## config.mk

```make
export PLATFORM = sky130hd
export DESIGN_NAME = dsp16_timer
export DESIGN_NICKNAME = d
export VERILOG_FILES = /design/src/include/dsp16_pkg.sv /design/src/rtl/dsp16_timer.sv
export SDC_FILE = /design/constraint.sdc
export NUM_CORES = 1
export LEC_CHECK = 0
export BUFFER_PORTS_ARGS = -buffer_cell sky130_fd_sc_hd__buf_2
export CAP_MARGIN = 20
export CELL_PAD_IN_SITES_DETAIL_PLACEMENT = 0
export CELL_PAD_IN_SITES_GLOBAL_PLACEMENT = 1
export CORE_UTILIZATION = 46
export DETAILED_ROUTE_END_ITERATION = 7
export PLACE_DENSITY = 0.8
export SLEW_MARGIN = 25
export SYNTH_ARGS = -nofsm -noshare
export SYNTH_HDL_FRONTEND = slang
export SYNTH_SLANG_ARGS = --single-unit
```

## constraint.sdc

```tcl
create_clock -name hclk -period 3.3 [get_ports hclk]
set_input_delay 0.825 -clock hclk [delete_from_list [all_inputs] [get_ports hclk]]
set_output_delay 0.825 -clock hclk [all_outputs]
set_load 0.1 [all_outputs]
```

## src/include/dsp16_pkg.sv

```systemverilog
// Package of constants and types for the dual-slope 16-bit PWM timer.
package dsp16_pkg;

	// ----------------------------------------------------------------
	// Register map (word aligned byte addresses)
	// ----------------------------------------------------------------
	localparam logic [7:0] DSP16_OFS_CTRL   = 8'h00;
	localparam logic [7:0] DSP16_OFS_CMP_A  = 8'h04;
	localparam logic [7:0] DSP16_OFS_CMP_B  = 8'h08;
	localparam logic [7:0] DSP16_OFS_CAPT   = 8'h0c;
	localparam logic [7:0] DSP16_OFS_COUNT  = 8'h10;
	localparam logic [7:0] DSP16_OFS_FLAGS  = 8'h14;
	localparam logic [7:0] DSP16_OFS_STATUS = 8'h18;

	// ----------------------------------------------------------------
	// Field positions of the control register
	// ----------------------------------------------------------------
	localparam int DSP16_CTL_WGM_LSB = 0;
	localparam int DSP16_CTL_COMA_LSB = 4;
	localparam int DSP16_CTL_COMB_LSB = 6;
	localparam int DSP16_CTL_PRE_LSB = 8;
	localparam int DSP16_CTL_DIRA_BIT = 11;
	localparam int DSP16_CTL_DIRB_BIT = 12;

	// Flag register bits: write one to clear.
	localparam int DSP16_FLG_OVF = 0;
	localparam int DSP16_FLG_CMPA = 1;
	localparam int DSP16_FLG_CMPB = 2;
	localparam int DSP16_FLG_CAPT = 3;

	// ----------------------------------------------------------------
	// Waveform modes and fixed tops
	// ----------------------------------------------------------------
	localparam logic [3:0] DSP16_WGM_PC8   = 4'h1;
	localparam logic [3:0] DSP16_WGM_PC9   = 4'h2;
	localparam logic [3:0] DSP16_WGM_PC10  = 4'h3;
	localparam logic [3:0] DSP16_WGM_PFC_C = 4'h8;
	localparam logic [3:0] DSP16_WGM_PFC_A = 4'h9;
	localparam logic [3:0] DSP16_WGM_PC_C  = 4'ha;
	localparam logic [3:0] DSP16_WGM_PC_A  = 4'hb;

	localparam logic [15:0] DSP16_TOP8  = 16'h00ff;
	localparam logic [15:0] DSP16_TOP9  = 16'h01ff;
	localparam logic [15:0] DSP16_TOP10 = 16'h03ff;
	localparam logic [15:0] DSP16_BOTTOM = 16'h0000;
	localparam logic [15:0] DSP16_ONE    = 16'h0001;

	// Compare output modes.
	localparam logic [1:0] DSP16_COM_OFF = 2'h0;
	localparam logic [1:0] DSP16_COM_TGL = 2'h1;
	localparam logic [1:0] DSP16_COM_NON = 2'h2;
	localparam logic [1:0] DSP16_COM_INV = 2'h3;

	// Prescaler selects and terminal counts (factor minus one).
	localparam logic [2:0] DSP16_PRE_STOP = 3'h0;
	localparam logic [2:0] DSP16_PRE_1    = 3'h1;
	localparam logic [2:0] DSP16_PRE_8    = 3'h2;
	localparam logic [2:0] DSP16_PRE_64   = 3'h3;
	localparam logic [2:0] DSP16_PRE_256  = 3'h4;
	localparam logic [2:0] DSP16_PRE_1024 = 3'h5;
	localparam logic [9:0] DSP16_DIV_1    = 10'h000;
	localparam logic [9:0] DSP16_DIV_8    = 10'h007;
	localparam logic [9:0] DSP16_DIV_64   = 10'h03f;
	localparam logic [9:0] DSP16_DIV_256  = 10'h0ff;
	localparam logic [9:0] DSP16_DIV_1024 = 10'h3ff;

	localparam logic [1:0] DSP16_HTRANS_NONSEQ = 2'h2;

	// ----------------------------------------------------------------
	// Types
	// ----------------------------------------------------------------
	typedef struct packed {
		logic [3:0] waveform_mode;
		logic [1:0] chan_a_output_mode;
		logic [1:0] chan_b_output_mode;
		logic [2:0] prescale_sel;
		logic       pin_direction_a;
		logic       pin_direction_b;
	} dsp16_ctrl_t;

	typedef struct packed {
		logic       wr_pend;
		logic [7:0] addr;
		logic [31:0] rdata;
		dsp16_ctrl_t ctrl;
		logic [15:0] cmp_buf_a;
		logic [15:0] cmp_buf_b;
		logic [15:0] cmp_a;
		logic [15:0] cmp_b;
		logic [15:0] capture_value_reg;
		logic [15:0] timer_count;
		logic        count_down;
		logic [9:0]  prescale_cnt;
		logic        chan_a_wave;
		logic        chan_b_wave;
		logic        chan_a_wave_out;
		logic        chan_a_wave_oe;
		logic        chan_b_wave_out;
		logic        chan_b_wave_oe;
		logic [3:0]  flags;
	} dsp16_state_t;

endpackage

```

## src/rtl/dsp16_timer.sv

```systemverilog
// Dual-slope 16-bit PWM timer with AHB-Lite register slave.
//
// Behaviour
// Modes 1, 2, 3, 10, 11 count bottom to top and back, repeatedly.
// Phase correct top: 0x00FF, 0x01FF, 0x03FF, capture value, or compare A.
// Counter stays at top one tick, then counts down.
// Mode two clears on up-match, sets on down-match; mode three inverts.
// Software keeps register top between 0x0003 and 0xFFFF.
// Any compare match sets that channel's compare flag.
// Phase correct sets the overflow flag on reaching bottom.
// Phase correct loads compares at top; top register flag set that tick.
// With fixed top, compare writes clear bits above the resolution.
// Compare at bottom gives constant low, at top constant high.
// Mode 11 with channel A mode 1 toggles channel A each match.
// Modes 8 and 9: frequency correct, top from capture or compare A.
// Frequency correct loads compares at bottom, sets overflow flag then.
// Frequency correct sets top register flag when counter reaches top.
// Mode 9 with channel A mode 1 toggles channel A each match.
// Software keeps top at or above all compares, else no match.
// Waveform reaches the pin only when its direction bit selects output.
// Software prefers frequency correct mode when changing top while running.
// Counter advances once per prescaled tick: 1, 8, 64, 256, 1024.
// Mode 0 disconnects; mode 1 toggles A only in 9/11; B disconnected.
// Count, direction and outputs change only on ticks; reset zero, upward. Here bus writes also change the count and the pin enables.
//
// Register map, one word per register, data in the low bits:
// 0x00 control: [3:0] waveform mode, [5:4] channel A output mode,
//      [7:6] channel B output mode, [10:8] prescale select,
//      [11] pin direction A, [12] pin direction B.
// 0x04 channel A compare buffer; 0x08 channel B compare buffer.
// 0x0c capture value, which sets top in modes 8 and 10.
// 0x10 timer count, writable; a tick in the same cycle wins.
// 0x14 flags, write one to clear; an event in the same cycle wins.
//      [0] overflow, [1] compare A, [2] compare B, [3] capture.
// 0x18 status: [0] channel A waveform, [1] counting down.
// Unmapped reads return zero and unmapped writes are dropped. The slave
// never inserts a wait state and always answers OKAY, so a master may
// issue transfers back to back.
//
// The implementer's own choices: the address map and the AHB-Lite interface to the registers.
`timescale 1ns/1ps

module dsp16_timer
	import dsp16_pkg::*;
(
	// Clock and reset
	input  wire logic        hclk,
	input  wire logic        hresetn,
	// AHB-Lite slave
	input  wire logic        hsel,
	input  wire logic [31:0] haddr,
	input  wire logic [1:0]  htrans,
	input  wire logic        hwrite,
	input  wire logic [2:0]  hsize,
	input  wire logic        hready,
	input  wire logic [31:0] hwdata,
	output logic      [31:0] hrdata,
	output logic             hreadyout,
	output logic             hresp,
	// Waveform pins
	output logic             chan_a_wave_out,
	output logic             chan_a_wave_oe,
	output logic             chan_b_wave_out,
	output logic             chan_b_wave_oe
);

	dsp16_state_t s_q;
	dsp16_state_t s_d;

	// ----------------------------------------------------------------
	// Combinational helpers
	// ----------------------------------------------------------------
	logic        tick;
	logic [9:0]  div_end;
	logic        pc_mode;
	logic        pfc_mode;
	logic        run;
	logic        fixed_top;
	logic [15:0] fixed_mask;
	logic [15:0] top;
	logic        at_top;
	logic        at_bottom;
	logic        match_a;
	logic        match_b;
	logic        top_is_a;
	logic        top_is_c;
	logic        a_toggle_ok;
	logic        lvl_match;
	logic [31:0] ctrl_word;
	logic [3:0]  clr;

	// Codes 6 and 7 decode to the shortest count here, but the tick below
	// is held off for them, so they stop the timer just as code zero does.
	always_comb begin
		unique case (s_q.ctrl.prescale_sel)
			DSP16_PRE_8:    div_end = DSP16_DIV_8;
			DSP16_PRE_64:   div_end = DSP16_DIV_64;
			DSP16_PRE_256:  div_end = DSP16_DIV_256;
			DSP16_PRE_1024: div_end = DSP16_DIV_1024;
			default:        div_end = DSP16_DIV_1;
		endcase
	end

	// Tick when the prescaler reaches its terminal count. With a divide of
	// one the tick is high every cycle, which is the fastest timer rate.
	assign tick = (s_q.ctrl.prescale_sel != DSP16_PRE_STOP) && (s_q.ctrl.prescale_sel <= DSP16_PRE_1024)
		&& (s_q.prescale_cnt == div_end);

	always_comb begin
		pc_mode = 1'b0;
		pfc_mode = 1'b0;
		fixed_top = 1'b0;
		fixed_mask = 16'hffff;
		top = s_q.capture_value_reg;
		top_is_a = 1'b0;
		top_is_c = 1'b0;
		unique case (s_q.ctrl.waveform_mode)
			DSP16_WGM_PC8: begin
				pc_mode = 1'b1;
				fixed_top = 1'b1;
				fixed_mask = DSP16_TOP8;
			end
			DSP16_WGM_PC9: begin
				pc_mode = 1'b1;
				fixed_top = 1'b1;
				fixed_mask = DSP16_TOP9;
			end
			DSP16_WGM_PC10: begin
				pc_mode = 1'b1;
				fixed_top = 1'b1;
				fixed_mask = DSP16_TOP10;
			end
			DSP16_WGM_PC_C: begin
				pc_mode = 1'b1;
				top_is_c = 1'b1;
			end
			DSP16_WGM_PC_A: begin
				pc_mode = 1'b1;
				top_is_a = 1'b1;
			end
			DSP16_WGM_PFC_C: begin
				pfc_mode = 1'b1;
				top_is_c = 1'b1;
			end
			DSP16_WGM_PFC_A: begin
				pfc_mode = 1'b1;
				top_is_a = 1'b1;
			end
			default: begin
			end
		endcase
		if (fixed_top) begin
			top = fixed_mask;
		end else if (top_is_a) begin
			top = s_q.cmp_a;
		end
	end

	assign run = pc_mode | pfc_mode;
	assign at_top = (s_q.timer_count == top);
	assign at_bottom = (s_q.timer_count == DSP16_BOTTOM);
	// A compare above top never equals the count, so it never matches.
	assign match_a = (s_q.timer_count == s_q.cmp_a);
	assign match_b = (s_q.timer_count == s_q.cmp_b);
	// Toggling gives half duty only when compare A is top: then the pin
	// turns once per counter period. In every other mode it stays put.
	assign a_toggle_ok = (s_q.ctrl.waveform_mode == DSP16_WGM_PFC_A)
		|| (s_q.ctrl.waveform_mode == DSP16_WGM_PC_A);

	// Level a non-inverting channel takes at a match. Bottom is held for one
	// tick with the direction still down, so the turn at bottom must count as
	// up-counting, or a compare of zero would leave the pin high for good. The
	// turn at top likewise counts as down-counting.
	assign lvl_match = at_top | (s_q.count_down & ~at_bottom);

	// ----------------------------------------------------------------
	// Next state
	// ----------------------------------------------------------------
	always_comb begin
		s_d = s_q;
		clr = '0;
		ctrl_word = '0;
		s_d.rdata = 32'h0000_0000;

		// Prescaler divider runs while a clock source is chosen.
		if (tick || s_q.ctrl.prescale_sel == DSP16_PRE_STOP) begin
			s_d.prescale_cnt = '0;
		end else begin
			s_d.prescale_cnt = s_q.prescale_cnt + 10'h001;
		end

		// Bus address phase. Read data is captured here and stands for the
		// data phase only; it falls back to zero, so no stale word lingers.
		s_d.wr_pend = 1'b0;
		if (hsel && hready && htrans == DSP16_HTRANS_NONSEQ) begin
			s_d.addr = haddr[7:0];
			s_d.wr_pend = hwrite;
			if (!hwrite) begin
				ctrl_word[DSP16_CTL_WGM_LSB +: 4] = s_q.ctrl.waveform_mode;
				ctrl_word[DSP16_CTL_COMA_LSB +: 2] = s_q.ctrl.chan_a_output_mode;
				ctrl_word[DSP16_CTL_COMB_LSB +: 2] = s_q.ctrl.chan_b_output_mode;
				ctrl_word[DSP16_CTL_PRE_LSB +: 3] = s_q.ctrl.prescale_sel;
				ctrl_word[DSP16_CTL_DIRA_BIT] = s_q.ctrl.pin_direction_a;
				ctrl_word[DSP16_CTL_DIRB_BIT] = s_q.ctrl.pin_direction_b;
				unique case (haddr[7:0])
					DSP16_OFS_CTRL:   s_d.rdata = ctrl_word;
					DSP16_OFS_CMP_A:  s_d.rdata = {16'h0000, s_q.cmp_buf_a};
					DSP16_OFS_CMP_B:  s_d.rdata = {16'h0000, s_q.cmp_buf_b};
					DSP16_OFS_CAPT:   s_d.rdata = {16'h0000, s_q.capture_value_reg};
					DSP16_OFS_COUNT:  s_d.rdata = {16'h0000, s_q.timer_count};
					DSP16_OFS_FLAGS:  s_d.rdata = {28'h0000000, s_q.flags};
					DSP16_OFS_STATUS: s_d.rdata = {30'h00000000, s_q.count_down,
						s_q.chan_a_wave};
					default:          s_d.rdata = 32'h0000_0000;
				endcase
			end
		end

		// Bus data phase of a write.
		if (s_q.wr_pend) begin
			unique case (s_q.addr)
				DSP16_OFS_CTRL: begin
					s_d.ctrl.waveform_mode = hwdata[DSP16_CTL_WGM_LSB +: 4];
					s_d.ctrl.chan_a_output_mode = hwdata[DSP16_CTL_COMA_LSB +: 2];
					s_d.ctrl.chan_b_output_mode = hwdata[DSP16_CTL_COMB_LSB +: 2];
					s_d.ctrl.prescale_sel = hwdata[DSP16_CTL_PRE_LSB +: 3];
					s_d.ctrl.pin_direction_a = hwdata[DSP16_CTL_DIRA_BIT];
					s_d.ctrl.pin_direction_b = hwdata[DSP16_CTL_DIRB_BIT];
				end
				DSP16_OFS_CMP_A: s_d.cmp_buf_a = hwdata[15:0] & fixed_mask;
				DSP16_OFS_CMP_B: s_d.cmp_buf_b = hwdata[15:0] & fixed_mask;
				DSP16_OFS_CAPT:  s_d.capture_value_reg = hwdata[15:0];
				DSP16_OFS_COUNT: s_d.timer_count = hwdata[15:0];
				DSP16_OFS_FLAGS: clr = hwdata[3:0];
				default: begin
				end
			endcase
		end
		s_d.flags = s_q.flags & ~clr;

		// Counter, buffer loads, flags and waveforms; all gated by the tick.
		// A count written by the bus in the same cycle as a tick is lost here:
		// the tick wins, so software should stop the prescaler before writing.
		if (tick && run) begin
			if (s_q.count_down) begin
				if (at_bottom) begin
					s_d.count_down = 1'b0;
					s_d.timer_count = DSP16_ONE;
				end else begin
					s_d.timer_count = s_q.timer_count - DSP16_ONE;
				end
			end else if (at_top) begin
				s_d.count_down = 1'b1;
				s_d.timer_count = s_q.timer_count - DSP16_ONE;
			end else begin
				s_d.timer_count = s_q.timer_count + DSP16_ONE;
			end

			if (at_bottom) begin
				s_d.flags[DSP16_FLG_OVF] = 1'b1;
			end
			if (at_top && top_is_a) begin
				s_d.flags[DSP16_FLG_CMPA] = 1'b1;
			end
			if (at_top && top_is_c) begin
				s_d.flags[DSP16_FLG_CAPT] = 1'b1;
			end
			if (match_a) begin
				s_d.flags[DSP16_FLG_CMPA] = 1'b1;
			end
			if (match_b) begin
				s_d.flags[DSP16_FLG_CMPB] = 1'b1;
			end
			// After reset the active compares are zero until the first load.
			// Phase correct loads at top, so the slopes on either side of a top
			// change differ; frequency correct loads at bottom and stays even.
			if ((pc_mode && at_top) || (pfc_mode && at_bottom)) begin
				s_d.cmp_a = s_q.cmp_buf_a;
				s_d.cmp_b = s_q.cmp_buf_b;
			end

			// Up-match clears, down-match sets. A compare equal to top thus
			// holds the pin high and one equal to bottom holds it low, in place
			// of a one-tick glitch per period; inverting gives the opposite.
			if (match_a) begin
				unique case (s_q.ctrl.chan_a_output_mode)
					DSP16_COM_NON: s_d.chan_a_wave = lvl_match;
					DSP16_COM_INV: s_d.chan_a_wave = ~lvl_match;
					DSP16_COM_TGL: begin
						if (a_toggle_ok) begin
							s_d.chan_a_wave = ~s_q.chan_a_wave;
						end
					end
					default: begin
					end
				endcase
			end
			if (match_b) begin
				unique case (s_q.ctrl.chan_b_output_mode)
					DSP16_COM_NON: s_d.chan_b_wave = lvl_match;
					DSP16_COM_INV: s_d.chan_b_wave = ~lvl_match;
					default: begin
					end
				endcase
			end
		end

		// Pin drivers: disconnected modes release the pin entirely.
		// The pin copies the next waveform, so pin and status bit move
		// together; a cleared direction bit releases the pin but the
		// waveform keeps running, so it reappears in phase.
		s_d.chan_a_wave_out = s_d.chan_a_wave;
		s_d.chan_b_wave_out = s_d.chan_b_wave;
		s_d.chan_a_wave_oe = s_d.ctrl.pin_direction_a
			&& (s_d.ctrl.chan_a_output_mode[1]
			|| (s_d.ctrl.chan_a_output_mode == DSP16_COM_TGL
			&& (s_d.ctrl.waveform_mode == DSP16_WGM_PFC_A
			|| s_d.ctrl.waveform_mode == DSP16_WGM_PC_A)));
		s_d.chan_b_wave_oe = s_d.ctrl.pin_direction_b
			&& s_d.ctrl.chan_b_output_mode[1];
	end

	// ----------------------------------------------------------------
	// State register
	// ----------------------------------------------------------------
	// All state, bus capture included, is one registered struct, so reset
	// clears everything in one place and nothing escapes it.
	always_ff @(posedge hclk or negedge hresetn) begin
		if (!hresetn) begin
			s_q <= '0;
		end else begin
			s_q <= s_d;
		end
	end

	// The bus never waits and never errors, so ready and response are fixed.
	assign hrdata = s_q.rdata;
	assign hreadyout = 1'b1;
	assign hresp = 1'b0;
	assign chan_a_wave_out = s_q.chan_a_wave_out;
	assign chan_a_wave_oe = s_q.chan_a_wave_oe;
	assign chan_b_wave_out = s_q.chan_b_wave_out;
	assign chan_b_wave_oe = s_q.chan_b_wave_oe;

endmodule

```

Word level (Yosys, flattened, before mapping)

Cells that the tools add are included.
W data, S select, Z words.

Flip-flop bits (word level): 169
Input bits: 74
Output and inout port bits: 38
Logic and storage cells: 147

Equality and inequality tests: 36
Order comparisons: 1
$add $sub $neg: 3
Bitwise operators: 9
Reductions and logical operators: 39
Muxes and demuxes: 36

Operators with widths:

| cell                    | count |
|---|---|
| $mux W16                | 9 |
| $pmux W16 S7            | 1 |
| $eq A16 B16 Y1          | 3 |
| $pmux W16 S3            | 1 |
| $mux W45                | 1 |
| $mux W41                | 1 |
| $eq A8 B5 Y1 const B    | 5 |
| $pmux W10 S4            | 1 |
| $mux W17                | 2 |
| $eq A8 B4 Y1 const B    | 4 |
| $eq A4 B4 Y1 const B    | 6 |
| $add A16 B1 Y16 const B | 1 |
| $and A16 B16 Y16        | 1 |
| $eq A8 B3 Y1 const B    | 2 |
| $logic_not A16 Y1       | 1 |
| $logic_not A8 Y1        | 2 |
| $sub A16 B1 Y16 const B | 1 |
| $mux W1                 | 13 |
| $mux W13                | 1 |
| $logic_and A1 B1 Y1     | 12 |
| $mux W4                 | 3 |
| $reduce_and A2 Y1       | 6 |
| $add A10 B1 Y10 const B | 1 |
| $eq A10 B10 Y1          | 1 |
| 25 further kinds        | 45 |

Logic depth before layout (Yosys ltp)

Depth in word-level cells: 10
Gate-level depth with buffers: 12
Mapped depth without buffers: 10

Worst setup path after synthesis

OpenSTA, ideal clock, no wires.

Path kind: reg2reg
From: register s_q[126] in the netlist's numbering
To: register s_q[55] in the netlist's numbering
Data required time: 3.175 ns
Path slack: 0.489 ns
Data arrival time: 2.685 ns
Buffers on the path: 2
Period minus slack after synthesis: 2.811 ns
Cell stages (with the launch flop): 12
Library setup time: 0.125 ns
Cell sequence: dfrtp_1 buf_4 or3b_2 o221ai_1 xnor2_1 nand4_1 nor4_4 nand2_4 o32ai_2 nand2_2 buf_6 mux2_4

Word-level cells in the longest chain between the ends: 9
Elaborated cells on any way between the ends: 25
Those cells by class: eq/ne (8); mux (7); bitwise (1); reduce/logical (9)

RTL lines:

| what                                 | RTL line           | text |
|---|---|---|
| start, declared                      | dsp16_timer.sv:67  | `dsp16_state_t s_q;` |
| start signal, assigned               | dsp16_timer.sv:330 | `s_q <= '0;` |
| start signal, assigned               | dsp16_timer.sv:332 | `s_q <= s_d;` |
| $eq A4 B4 Y1                         | dsp16_timer.sv:117 | `unique case (s_q.ctrl.waveform_mode)` |
| $reduce_or A2 Y1 (no source line)    | -                  |  |
| $mux W1                              | dsp16_timer.sv:117 |  |
| $mux W16                             | dsp16_timer.sv:154 | `end else if (top_is_a) begin` |
| $mux W16                             | dsp16_timer.sv:152 | `if (fixed_top) begin` |
| $eq A16 B16 Y1                       | dsp16_timer.sv:160 | `assign at_top = (s_q.timer_count == top);` |
| $logic_and A1 B1 Y1                  | dsp16_timer.sv:277 | `if ((pc_mode && at_top) \|\| (pfc_mode && at_bottom)) begin` |
| $logic_or A1 B1 Y1                   | dsp16_timer.sv:277 |  |
| $reduce_and A2 Y1 (no source line) * | -                  |  |

Every way passes the cells marked *; elsewhere a longest branch is shown, timed or not.
A chain may end at the register's enable or synchronous reset.

Final worst setup path

From: register s_q[128] in the netlist's numbering
To: register s_q[57] in the netlist's numbering

Same word-level chain as after synthesis.

==> flow_summary.json <==
{
  "status": "finished, final reports clean",
  "synth_most_common_cell": "dfrtp_1",
  "critPathSlowestCell": "dfrtp_1",
  "ff2ff_setup_slack_ns": 0.13,
  "synthArstFlopShare": 1.00,
  "ir_drop_mv": 0.399,
  "path_clk_slew_ns": 0.06,
  "worst_pin_slew_ns": 1.04,
  "drc": 0,
  "initial_core_util": 0.476,
  "max_stage_delay_ns": 0.52,
  "final-hold-violation-count": 0,
  "power_uw": 6110,
  "netlist_area_sq_um": 9050,
  "die_area_sq_um": 20200,
  "max_freq_ghz": 0.316,
  "power_frac_clock": 0.313,
  "power.share.switching": 0.354,
  "yosys.area.top_type": "dfrtp_1",
  "cts_setup_buffers": 0,
  "relSlewSlack": 0.304,
  "skew_ns": 0.00615,
  "synthCells": 893,
  "r2r-start": "s_q[128]$_DFF_PN0_",
  "detail_route.wirelength_mm": 24.3,
  "internal_power_uw": 3950,
  "hpwl_mm": 17.5,
  "rsz0062_at_grt": "no",
  "pwr_density_cell_nw_per_um2": 602,
  "vias_per_cell": 5.74,
  "ios": 112,
  "crit_path_max_fanout": 23,
  "cts-root-buf": "clkbuf_16",
  "power_frac_comb": 0.320,
  "synth.distinct_cells": 71,
  "std_cell_rows": 50,
  "syn_area_per_cell_sq_um": 10.1,
  "fin_ws_ns": 0.133,
  "path_buf_inv": 1,
  "grt_usage": 0.254,
  "grt_max_degree": 63,
  "finalSetupTns_ns": 0,
  "critPathTopFamily": "simple AND/OR/NAND/NOR gates",
  "power.switching_uw": 2160,
  "overflow": 0,
  "dpl_worst_slack_ns": 0.163,
  "ys_top_cells_by_area": "dfrtp_1 (42%), mux2_2 (8.0%), mux2_4 (5.0%)",
  "nets": 1011,
  "synth.top_cells.by_count": "dfrtp_1 (153), nand2_1 (77), mux2_2 (64), nor2_1 (64), xor2_1 (50)",
  "die_w_um": 142,
  "cp-startpoint": "s_q[128]$_DFF_PN0_",
  "grt_pass1_wl_mm": 38.6,
  "cp.arrival_ns": 3.47,
  "setup_violations": 0,
  "routedWlPerCell_um": 20.2,
  "antenna_found_initial": 1,
  "synth_edf_count": 0,
  "final_cells": 1207,
  "insertion_delay_ns": 0.42,
  "htree_levels": 4,
  "vias": 6926,
  "hold_class": "primary input to async pin",
  "cts_resized": 0,
  "dp.cells": 1175,
  "r2r_end": "s_q[57]$_DFFE_PN0P_",
  "period_share": 0.960,
  "slew_viol_final": 0,
  "n_antenna_cell": 0,
  "chipHeight_um": 142,
  "synth.top_cell.area_share": 0.423,
  "fin_crit_ns": 3.17,
  "cp-start-kind": "flop",
  "cts_buffers": 17,
  "cp-end-kind": "flop",
  "cts_sinks": 153,
  "pwr-share-seq": 0.367,
  "cts.hold.buffers_added": 0,
  "first_iter_violations": 503,
  "cp_data_required_time_ns": 3.61,
  "yosys_most_used_dff": "dfrtp_1",
  "drive_gt1_frac": 0.256,
  "ys_warn_count": 0,
  "cts_tree": "built",
  "area_growth_pct": 12.1,
  "reg2reg_depth": 10,
  "place_area_sq_um": 9580,
  "final_area_sq_um": 10100,
  "leakage_uw": 0.00465,
  "portBuffers": 50,
  "drt_pass1_iterations": 5,
  "path_cells": "nand2b_1 > o221ai_1 > xnor2_1 > nand4_1 > nor4_4 > nand2_4 > o32ai_2 > nand2_2 > buf_4 > mux2_4",
  "final_antenna_net_count": 0,
  "drv_cap": 0,
  "gp_congestion": 0.887,
  "grt_pass1_vias": 6815,
  "core_area_sq_um": 19000,
  "clockBufferDepth": 2,
  "yosysSeqAreaShare": 0.423,
  "critPathKind": "flop to flop",
  "yosys_register_bits": 153
}
cell families (layout without fill, tap and decap cells):
family                   count (synthesis)  after routing  synth area share
AO/OA/AOI/OAI                          162            162             0.123
XOR/XNOR                                76             76            0.0735
adder cells (fa/ha/maj)                  3              3           0.00415
buffers and inverters                  109            147            0.0637
flip-flops                             153            153             0.423
multiplexers                           122            122             0.160
other                                    2             18          0.000829
AND/OR/NAND/NOR                        266            266             0.151
power groups by stage:
stage               Clock, uW  Combinational [uW]  Sequential (uW)
CTS                      1940                1940             2240
detailed placement          0                1930             2270
global route             2020                2140             2270
finish                   1910                1950             2240
global placement            0                1910             2270
floorplan                   0                1420             2220
sequential cells by signal, summed over array words and instances (netlist names):
register and count:
s_q 133, hrdata 16, chan_a_wave_oe 1, chan_a_wave_out 1, chan_b_wave_oe 1, chan_b_wave_out 1
through the flow:
step,hold WS (ns),util
after global routing,0.439,0.534
after floorplan,0.442,-
after global placement,0.462,0.503
final,0.401,0.534
after detailed placement,0.468,0.503
after CTS,0.420,0.534
worst register-to-register path: cells and delay by family (launching register included):
| kind | cells | cell delay, ns |
|---|---|---|
| buffers and inverters | 1 | 0.27 |
| XOR/XNOR | 1 | 0.23 |
| AO/OA/AOI/OAI | 2 | 0.41 |
| AND/OR/NAND/NOR | 5 | 1.25 |
| multiplexers | 1 | 0.38 |
| flip-flops | 1 | 0.52 |
worst max-delay path by stage:
stage / endpoint / slack [ns] / depth (start not counted)
after floorplan: s_q[55]$_DFFE_PN0P_ / 0.49 / 11
after global placement: s_q[63]$_DFFE_PN0P_ / 0.18 / 10
after detailed placement: s_q[63]$_DFFE_PN0P_ / 0.16 / 10
after CTS: s_q[63]$_DFFE_PN0P_ / 0.15 / 10
after global routing: s_q[61]$_DFFE_PN0P_ / 0.04 / 10
final: s_q[57]$_DFFE_PN0P_ / 0.13 / 10
metal layers:
layer  vias up  GRT usage  part of all wire
li1       3215          -                 -
met4         2     0.0730             0.017
met5         -          0           0.00053
met1      3493      0.350              0.46
met3        30     0.0434             0.046
met2       186      0.409              0.48
cell type report:
class	count	area (sq um)
fillers	1756	8870
repair buffers	100	644
flip-flops and latches	153	3830
clock buffers	22	454
clock inverters	10	120
multi-input cells	647	4720
inverters	15	56.3
well taps	260	325
layout by cell type, fill, tap and decap left out, types with 4 or more instances in the layout:
| master | count |
|---|---|
| a21o_1 | 4 |
| a21oi_1 | 45 |
| a221oi_1 | 8 |
| a222oi_1 | 4 |
| a31oi_1 | 7 |
| and2_1 | 6 |
| and3_1 | 4 |
| buf_2 | 49 |
| buf_4 | 49 |
| clkbuf_1 | 4 |
| clkbuf_16 | 17 |
| conb_1 | 18 |
| dfrtp_1 | 153 |
| inv_1 | 15 |
| mux2_2 | 64 |
| mux2_4 | 30 |
| mux2i_1 | 28 |
| nand2_1 | 77 |
| nand2b_1 | 11 |
| nand3_1 | 20 |
| nand3b_1 | 7 |
| nand4_1 | 8 |
| nor2_1 | 64 |
| nor2b_1 | 5 |
| nor3_1 | 14 |
| nor3b_1 | 4 |
| nor4_1 | 12 |
| o211ai_1 | 6 |
| o21a_1 | 4 |
| o21ai_0 | 35 |
| o221ai_1 | 7 |
| o221ai_2 | 4 |
| or3_1 | 8 |
| or3b_1 | 6 |
| xnor2_1 | 26 |
| xor2_1 | 50 |
No activity file was read; power rests on OpenSTA's default activity.
